--- src/core/adc_ctrl_map.vh ---
// Register offsets, field positions, reset values and timing counts for the converter control.
// Assumes inclusion by core files only; definitions, no logic.
`ifndef ADC_CTRL_MAP_VH
`define ADC_CTRL_MAP_VH

// Byte addresses on the APB side.
`define ADDR_CTRL_MAIN   12'h000
`define ADDR_REF_PORT    12'h004
`define ADDR_TIMING_FMT  12'h008
`define ADDR_RESULT_HIGH 12'h00c
`define ADDR_RESULT_LOW  12'h010
`define ADDR_STATUS      12'h014

// Field positions of the main control register.
`define CAL_BIT          7
`define CHAN_HI          5
`define CHAN_LO          2
`define START_BIT        1
`define ENABLE_BIT       0
// Field positions of the reference and port register.
`define NEG_REF_BIT      5
`define POS_REF_BIT      4
`define PORT_HI          3
`define PORT_LO          0
// Field positions of the timing and format register.
`define JUSTIFY_BIT      7
`define ACQ_HI           5
`define ACQ_LO           3
`define CLK_HI           2
`define CLK_LO           0

// Writable masks; unimplemented bits stay zero.
`define MASK_CTRL_MAIN   8'hbf
`define MASK_REF_PORT    8'h3f
`define MASK_TIMING_FMT  8'hbf
`define RESET_CTRL       8'h00

// Conversion length in clock periods, and the RC start delay in system clocks.
`define CONV_PERIODS     5'h0b
`define RC_START_DELAY   8'h04
`endif

--- src/core/adc_control_registers.v ---
// Converter control registers with APB slave, acquisition and conversion sequencing.
// Assumes an APB master on sys_clk and a converter core that returns its result after
// the conversion clock periods that this block counts.
// Functional notes
// - Each conversion yields a ten-bit result.
// - Channel count is eleven, fifteen or sixteen by package variant.
// - Calibration bit set makes the next conversion a calibration.
// - Four-bit channel field selects input zero to fifteen.
// - Unimplemented channel gives an undefined result.
// - Start bit reads one while converting; software writes one to start.
// - Enable bit turns the converter on or off.
// - Unimplemented control bits read as zero.
// - Negative reference from input two when set, else analogue ground.
// - Positive reference from input three when set, else analogue supply.
// - Nonzero port field k makes inputs 15-k through 15 digital; field zero leaves every input analogue.
// - Format bit chooses right or left justification of the result.
// - Acquisition codes give 0,2,4,6,8,12,16,20 clock periods.
// - Clock code divides the oscillator or picks the RC oscillator.
// - RC clock starts after one instruction cycle delay.
// - All implemented control bits reset to zero.
// - Conversion end loads result, clears start, sets complete flag.
// - Nonzero acquisition samples for the programmed periods, then converts.
// - A conversion takes eleven conversion clock periods.
// - Reset turns the module off and aborts a conversion.
`include "adc_ctrl_map.vh"

module adc_control_registers #(
  parameter CHANNELS = 16
) (
  input  wire        sys_clk,
  input  wire        srst,
  input  wire        psel,
  input  wire        penable,
  input  wire        pwrite,
  input  wire [11:0] paddr,
  input  wire [31:0] pwdata,
  output wire        pready,
  output wire        pslverr,
  output reg  [31:0] prdata,
  input  wire        rc_tick,
  input  wire [9:0]  core_result,
  output reg         sample_enable,
  output reg         convert_active,
  output reg         calibrate,
  output reg  [3:0]  channel_select,
  output reg  [15:0] analog_input_mask,
  output reg         neg_ref_select,
  output reg         pos_ref_select,
  output reg         module_enable,
  output reg         conversion_complete_flag
);

  localparam ST_IDLE    = 2'h0;
  localparam ST_ACQUIRE = 2'h1;
  localparam ST_CONVERT = 2'h2;

  // Register selects from the address decoder; SEL_NONE reads zero and ignores writes.
  localparam SEL_NONE   = 3'h0;
  localparam SEL_MAIN   = 3'h1;
  localparam SEL_REF    = 3'h2;
  localparam SEL_TIMING = 3'h3;
  localparam SEL_RES_HI = 3'h4;
  localparam SEL_RES_LO = 3'h5;
  localparam SEL_STATUS = 3'h6;

  reg  [7:0]  ctrl_main_reg;
  reg  [7:0]  ref_port_reg;
  reg  [7:0]  timing_reg;
  reg  [15:0] result_reg;
  reg  [1:0]  state_reg;
  reg  [4:0]  period_cnt_reg;
  reg         cal_pending_reg;
  wire        period_tick;
  wire        wr_en;
  wire        rd_en;
  wire        busy;
  wire [4:0]  acq_periods;
  wire [2:0]  reg_sel;
  wire [15:0] mask_next;

  // Registers answer in the first access cycle; no wait states. Read data is captured
  // in the setup cycle, so it already stands when the access cycle samples it.
  assign pready  = 1'b1;
  assign pslverr = 1'b0;
  assign wr_en   = psel & penable & pwrite;
  assign rd_en   = psel & ~penable & ~pwrite;
  assign busy    = state_reg != ST_IDLE;

  // Maps a bus address to a register select; shared by the write and read paths.
  function [2:0] decode_reg;
    input [11:0] addr;
    begin
      if (addr == `ADDR_CTRL_MAIN)
        decode_reg = SEL_MAIN;
      else if (addr == `ADDR_REF_PORT)
        decode_reg = SEL_REF;
      else if (addr == `ADDR_TIMING_FMT)
        decode_reg = SEL_TIMING;
      else if (addr == `ADDR_RESULT_HIGH)
        decode_reg = SEL_RES_HI;
      else if (addr == `ADDR_RESULT_LOW)
        decode_reg = SEL_RES_LO;
      else if (addr == `ADDR_STATUS)
        decode_reg = SEL_STATUS;
      else
        decode_reg = SEL_NONE;
    end
  endfunction
  assign reg_sel = decode_reg(paddr);

  // Maps an acquisition code to its period count.
  function [4:0] acq_count;
    input [2:0] code;
    begin
      case (code)
        3'h7:    acq_count = 5'h14;
        3'h6:    acq_count = 5'h10;
        3'h5:    acq_count = 5'h0c;
        3'h4:    acq_count = 5'h08;
        3'h3:    acq_count = 5'h06;
        3'h2:    acq_count = 5'h04;
        3'h1:    acq_count = 5'h02;
        default: acq_count = 5'h00;
      endcase
    end
  endfunction

  assign acq_periods = acq_count(timing_reg[`ACQ_HI:`ACQ_LO]);

  // one pin of the split
  // A pin is analogue when the field is zero or its number plus the field is below 15.
  // Pins beyond the package's channel count are never reported as analogue.
  function pin_analog;
    input integer pin;
    input [3:0]   code;
    begin
      if (pin >= CHANNELS)
        pin_analog = 1'b0;
      else if (code == 4'h0)
        pin_analog = 1'b1;
      else
        pin_analog = (pin + code) < 15;
    end
  endfunction

  // channel count limit
  // One decode per input pin; the output process registers the whole vector.
  genvar g;
  generate
    for (g = 0; g < 16; g = g + 1) begin : g_pin
      assign mask_next[g] = pin_analog(g, ref_port_reg[`PORT_HI:`PORT_LO]);
    end
  endgenerate

  conv_clock_gen u_clk (
    .sys_clk     (sys_clk),
    .srst        (srst),
    .run         (busy),
    .clk_select  (timing_reg[`CLK_HI:`CLK_LO]),
    .rc_tick     (rc_tick),
    .period_tick (period_tick)
  );

  // Register writes and the conversion sequence share one process, so the start
  // bit is never driven from two places.
  always @(posedge sys_clk) begin
    if (srst) begin
      ctrl_main_reg   <= `RESET_CTRL;
      ref_port_reg    <= `RESET_CTRL;
      timing_reg      <= `RESET_CTRL;
      // The result pair is cleared too, so a read before any conversion is defined.
      result_reg      <= 16'h0000;
      state_reg       <= ST_IDLE;
      period_cnt_reg  <= 5'h00;
      cal_pending_reg <= 1'b0;
      conversion_complete_flag <= 1'b0;
    end else begin
      if (wr_en) begin
        if (reg_sel == SEL_MAIN) begin
          ctrl_main_reg <= pwdata[7:0] & `MASK_CTRL_MAIN;
          // write one starts
          // While busy, a write can drop the start bit only by clearing the enable.
          if (busy || !pwdata[`ENABLE_BIT])
            ctrl_main_reg[`START_BIT] <= busy & pwdata[`ENABLE_BIT];
        end else if (reg_sel == SEL_REF) begin
          ref_port_reg <= pwdata[7:0] & `MASK_REF_PORT;
        end else if (reg_sel == SEL_TIMING) begin
          timing_reg <= pwdata[7:0] & `MASK_TIMING_FMT;
        end else if (reg_sel == SEL_STATUS && pwdata[0]) begin
          conversion_complete_flag <= 1'b0;
        end
      end
      case (state_reg)
        ST_IDLE: begin
          // Parked at zero so both phases count from their first tick.
          period_cnt_reg <= 5'h00;
          if (ctrl_main_reg[`START_BIT] && ctrl_main_reg[`ENABLE_BIT]) begin
            cal_pending_reg <= ctrl_main_reg[`CAL_BIT];
            state_reg <= (acq_periods == 5'h00) ? ST_CONVERT : ST_ACQUIRE;
          end
        end
        ST_ACQUIRE: begin
          // The divider keeps running across the hand-over, so no period is lost.
          if (period_tick) begin
            if (period_cnt_reg == acq_periods - 5'h01) begin
              period_cnt_reg <= 5'h00;
              state_reg      <= ST_CONVERT;
            end else begin
              period_cnt_reg <= period_cnt_reg + 5'h01;
            end
          end
        end
        ST_CONVERT: begin
          if (period_tick) begin
            if (period_cnt_reg == `CONV_PERIODS - 5'h01) begin
              state_reg       <= ST_IDLE;
              period_cnt_reg  <= 5'h00;
              cal_pending_reg <= 1'b0;
              ctrl_main_reg[`START_BIT] <= 1'b0;
              conversion_complete_flag  <= 1'b1;
              // any value accepted
              // The core still drives its result on this last period's edge.
              if (timing_reg[`JUSTIFY_BIT])
                result_reg <= {6'h00, core_result};
              else
                result_reg <= {core_result, 6'h00};
            end else begin
              period_cnt_reg <= period_cnt_reg + 5'h01;
            end
          end
        end
        default: state_reg <= ST_IDLE;
      endcase
      // disable aborts
      // Placed last so a cleared enable wins over the state and start-bit steps of the sequence.
      if (!ctrl_main_reg[`ENABLE_BIT] && busy) begin
        state_reg <= ST_IDLE;
        ctrl_main_reg[`START_BIT] <= 1'b0;
      end
    end
  end

  // Read mux; unmapped addresses read zero.
  always @(posedge sys_clk) begin
    if (srst) begin
      prdata <= 32'h00000000;
    end else if (rd_en) begin
      if (reg_sel == SEL_MAIN)
        prdata <= {24'h000000, ctrl_main_reg};
      else if (reg_sel == SEL_REF)
        prdata <= {24'h000000, ref_port_reg};
      else if (reg_sel == SEL_TIMING)
        prdata <= {24'h000000, timing_reg};
      else if (reg_sel == SEL_RES_HI)
        prdata <= {24'h000000, result_reg[15:8]};
      else if (reg_sel == SEL_RES_LO)
        prdata <= {24'h000000, result_reg[7:0]};
      else if (reg_sel == SEL_STATUS)
        prdata <= {31'h00000000, conversion_complete_flag};
      else
        prdata <= 32'h00000000;
    end
  end

  // Drives to the analogue side; registered from the control bits.
  always @(posedge sys_clk) begin
    if (srst) begin
      sample_enable     <= 1'b0;
      convert_active    <= 1'b0;
      calibrate         <= 1'b0;
      channel_select    <= 4'h0;
      neg_ref_select    <= 1'b0;
      pos_ref_select    <= 1'b0;
      module_enable     <= 1'b0;
      analog_input_mask <= 16'h0000;
    end else begin
      module_enable  <= ctrl_main_reg[`ENABLE_BIT];
      channel_select <= ctrl_main_reg[`CHAN_HI:`CHAN_LO];
      sample_enable  <= ctrl_main_reg[`ENABLE_BIT] && state_reg != ST_CONVERT;
      convert_active <= state_reg == ST_CONVERT;
      calibrate      <= cal_pending_reg && state_reg == ST_CONVERT;
      neg_ref_select <= ref_port_reg[`NEG_REF_BIT];
      pos_ref_select <= ref_port_reg[`POS_REF_BIT];
      analog_input_mask <= mask_next;
    end
  end

endmodule // adc_control_registers

--- src/core/conv_clock_gen.v ---
// Conversion clock tick generator: one pulse per conversion clock period.
// Assumes the RC oscillator arrives as a tick already synchronous to sys_clk.
`include "adc_ctrl_map.vh"

module conv_clock_gen (
  input  wire       sys_clk,
  input  wire       srst,
  input  wire       run,
  input  wire [2:0] clk_select,
  input  wire       rc_tick,
  output reg        period_tick
);

  reg [5:0] div_reg;
  reg [7:0] rc_wait_reg;
  reg [5:0] div_last;
  wire      use_rc;

  assign use_rc = clk_select[1] & clk_select[0];

  // Divider end count from the select code; 2,4,8,16,32,64 oscillator periods.
  always @* begin
    case (clk_select)
      3'h0:    div_last = 6'h01;
      3'h4:    div_last = 6'h03;
      3'h1:    div_last = 6'h07;
      3'h5:    div_last = 6'h0f;
      3'h2:    div_last = 6'h1f;
      default: div_last = 6'h3f;
    endcase
  end

  // Count periods; the RC source waits one instruction cycle before its first tick.
  always @(posedge sys_clk) begin
    if (srst || !run) begin
      div_reg     <= 6'h00;
      rc_wait_reg <= 8'h00;
      period_tick <= 1'b0;
    end else if (use_rc) begin
      if (rc_wait_reg != `RC_START_DELAY) begin
        rc_wait_reg <= rc_wait_reg + 8'h01;
        period_tick <= 1'b0;
      end else begin
        period_tick <= rc_tick;
      end
    end else if (div_reg >= div_last) begin
      div_reg     <= 6'h00;
      period_tick <= 1'b1;
    end else begin
      div_reg     <= div_reg + 6'h01;
      period_tick <= 1'b0;
    end
  end

endmodule // conv_clock_gen

--- config.mk ---
export PLATFORM = sky130hd
export DESIGN_NAME = adc_control_registers
export DESIGN_NICKNAME = d
export VERILOG_FILES = /design/src/core/adc_control_registers.v /design/src/core/conv_clock_gen.v
export VERILOG_INCLUDE_DIRS = /design/src /design/src/core
export SDC_FILE = /design/constraint.sdc
export NUM_CORES = 1
export LEC_CHECK = 0
export BUFFER_PORTS_ARGS = -buffer_cell sky130_fd_sc_hd__buf_2
export CAP_MARGIN = 20
export CORE_ASPECT_RATIO = 1.1
export CORE_MARGIN = 4
export CORE_UTILIZATION = 58
export DETAILED_ROUTE_END_ITERATION = 10
export PLACE_DENSITY = 0.84
export SETUP_SLACK_MARGIN = 0.02
export SYNTH_ARGS = -nofsm -noshare
export SYNTH_HDL_FRONTEND = slang
export SYNTH_HIERARCHICAL = 1
export SYNTH_SLANG_ARGS = --single-unit
export TNS_END_PERCENT = 100
--- constraint.sdc ---
create_clock -name sys_clk -period 3.5 [get_ports sys_clk]
set_clock_uncertainty 0.2 [all_clocks]
set_input_delay 0.35 -clock sys_clk [delete_from_list [all_inputs] [get_ports sys_clk]]
set_output_delay 0.35 -clock sys_clk [all_outputs]
set_load 0.01 [all_outputs]
==> key figures <==
Status
  • Status: complete, no violations

Global route
  • First-pass GRT wire length: approximately 18 mm
  • Vias in the first global route: roughly 3900
  • Total gr overflow: 0
  • Gr usage total: 21.9%
  • Initial antenna violation count: 0
  • Largest net degree at the start of global routing: 40

Setup path
  • Critical path's top delay family: simple AND/OR/NAND/NOR gates
  • Buffer and inverter count on the worst path: 1
  • Setup Crit Path Kind: reg2reg
  • CP startpoint kind: flip-flop
  • CP required: 3.59 ns
  • Max incr delay on CP: 0.41 ns
  • Nature of the critical path endpoint: flip-flop
  • Worst Path Arrival: 2.39 ns
  • Most frequent CP cell: nor2b_1
  • Crit-path slowest cell: dfxtp_1
  • Critical path peak fanout: 5
  • CP Cell Sequence: inv_1 -> ha_1 -> and4bb_2 -> o221a_2 -> nor2b_1 -> a41oi_1 -> mux2i_1 -> nor2b_1

Placement
  • DP HPWL: 7.98 mm
  • Placed insts: 727
  • RePlAce Congestion: ~0.94
  • Port Buffers: 69

Timing
  • Pins Over Slew Limit: 0
  • Hold_ws: roughly 0.06 ns
  • Least-Margin Pin Slew: 0.807 ns
  • Setup violators final: 0
  • Final Cycle Share: around 66%
  • Min Tclk post-route: 2.30 ns
  • TNS Setup: 0 ns
  • Slew HR: 46.2%
  • Fin. Hold Viols: 0
  • Fmax: 435 MHz
  • Unrepaired setup endpoints after global routing: no

Worst hold path
  • Hold crit path type: in2reg

Clock tree
  • Post-CTS Hold Buffers: 0
  • Reg clk slew, reported paths: 0.09 ns
  • Number of buffers created by CTS: 9
  • # Post-CTS Setup Buffers: 0
  • Sink Count: 94
  • Clk root buf: clkbuf_8
  • Clk_lat worst skew: 0.36 ns
  • Htree depth: 3
  • Worst-case clock buffer depth: 2
  • CTS tree: built
  • Post-cts sizing count: 0

Synthesis
  • Share of the synthesized area in the top cell type: about two fifths
  • EDFF count, synth: 0
  • YS warnings: 6
  • Distinct cells, synth: 65
  • Yosys top cell by area: dfxtp_1
  • Synth Register Bits: 94
  • Most instantiated cells after synthesis: dfxtp_1, nor2_1, nand2_1
  • Count leader, synth: dfxtp_1
  • Seq/Total Area, Yosys: 38.2%
  • Netlist Area Pre-Place: 4930 sq um
  • Async SR Flop Fraction: 0%
  • Syn avg cell area: about 8.6 sq um
  • Main synth FF type: dfxtp_1
  • Synth Instances: 575
  • Top cells by area, synth: dfxtp_1, mux2i_1, ha_1

Drt
  • Via density: 5.59
  • DRT Pass-1 Iters: 5
  • Drt initial violations: 300
  • Via Count: 4152
  • WL final: 10.9 mm
  • Remaining antenna violation count: 0
  • WL per Instance: 14.6 um
  • DRC: 0

Pwr
  • Lkg Pwr: 2.28 nW
  • Power Density: about 380 nW/um^2
  • Total power: 2.05 mW
  • VDD IR-drop max: between 0.2 and 0.25 mV

Finish
  • Layout area overhead: 10.5%
  • Layout cell share with drive strength beyond 1: between 10% and 20%
  • Antenna Cells: 0
  • Final nets: 712
  • Post-route insts no fill: 743
  • Fill cells: 730
  • End-of-flow core utilization: between 60 and 70%

Floorplanning
  • FP Rows: 35
  • Chip Height: 105 um
  • Die width: between 90 and 100 um
  • Die area: approximately 10000 sq um
  • Initial Util: 59.2%
  • Core area: 8320 sq um
  • I/O Pins: 121

Job
  • Max-Cap Viols: 0
-- stage by stage --
step,area (sq um),worst slack [ns]
floorplan,5020,1.34
global placement,5190,1.19
detailed placement,5190,1.12
CTS,5440,1.20
global route,5440,1.07
finish,5440,1.20
-- cell usage in the layout (no fill, tap or decap), types with 14 or more instances in the layout --
master and count:
ha_1 25, inv_1 18, nand2_1 52, mux2i_1 32
nor2b_1 14, a21oi_1 49, nand3_1 25, dfxtp_1 94
conb_1 26, buf_2 69, nor2_1 76, o21ai_0 21
-- power breakdown --
part           leakage, nW  internal (mW)  switching, mW
Clock                0.120          0.495          0.366
Sequential           0.763           1.08        0.00249
Combinational         1.39         0.0336         0.0715
-- worst min-delay path, stage by stage --
cell and delay, ns:
buf_2 0.10, nand3b_1 0.07, a21oi_1 0.06
-- cell families (layout without fill, tap and decap cells) --
group                      count (synthesis)  in the layout  share of synthesized area [%]
and+or+nand+nor                          215            215                           21.6
adders and majority gates                 25             25                           6.35
muxes                                     34             34                           7.19
DFF                                       94             94                           38.2
other                                      2             26                          0.152
buffers and inverters                     71            104                           7.74
AOI/OAI and AO/OA                        117            117                           15.8
xor gates and xnor gates                  17             17                           3.02
-- path summary, 6_finish.rpt --
check | startpoint | end | slack (ns) | cells past startpoint
max | period_cnt_reg[0] | state_reg[0] | 1.20 | 8
max reg2reg | period_cnt_reg[0] | state_reg[0] | 1.20 | 8
min reg2reg | result_reg[14] | result_reg[14] | 0.27 | 2
min | core_result[9] | result_reg[15] | 0.06 | 3
-- cell type report --
cell class	count	area, sq um	area share, %
tap	111	139	2.55
clock inverter	5	106	1.95
inverter	18	67.6	1.24
timing repair buffer	70	353	6.48
sequential	94	1880	34.6
multi-input combinational	434	2750	50.6
clock buffer	11	141	2.60
-- per-layer routing --
layer	GRT usage [%]	up-vias	routed length, um
li1	-	2052	-
met1	27.3	1939	4680
met2	36.0	134	5350
met3	4.68	27	572
met4	9.04	0	284
met5	0	-	0
(Power assumes the default switching activity.)
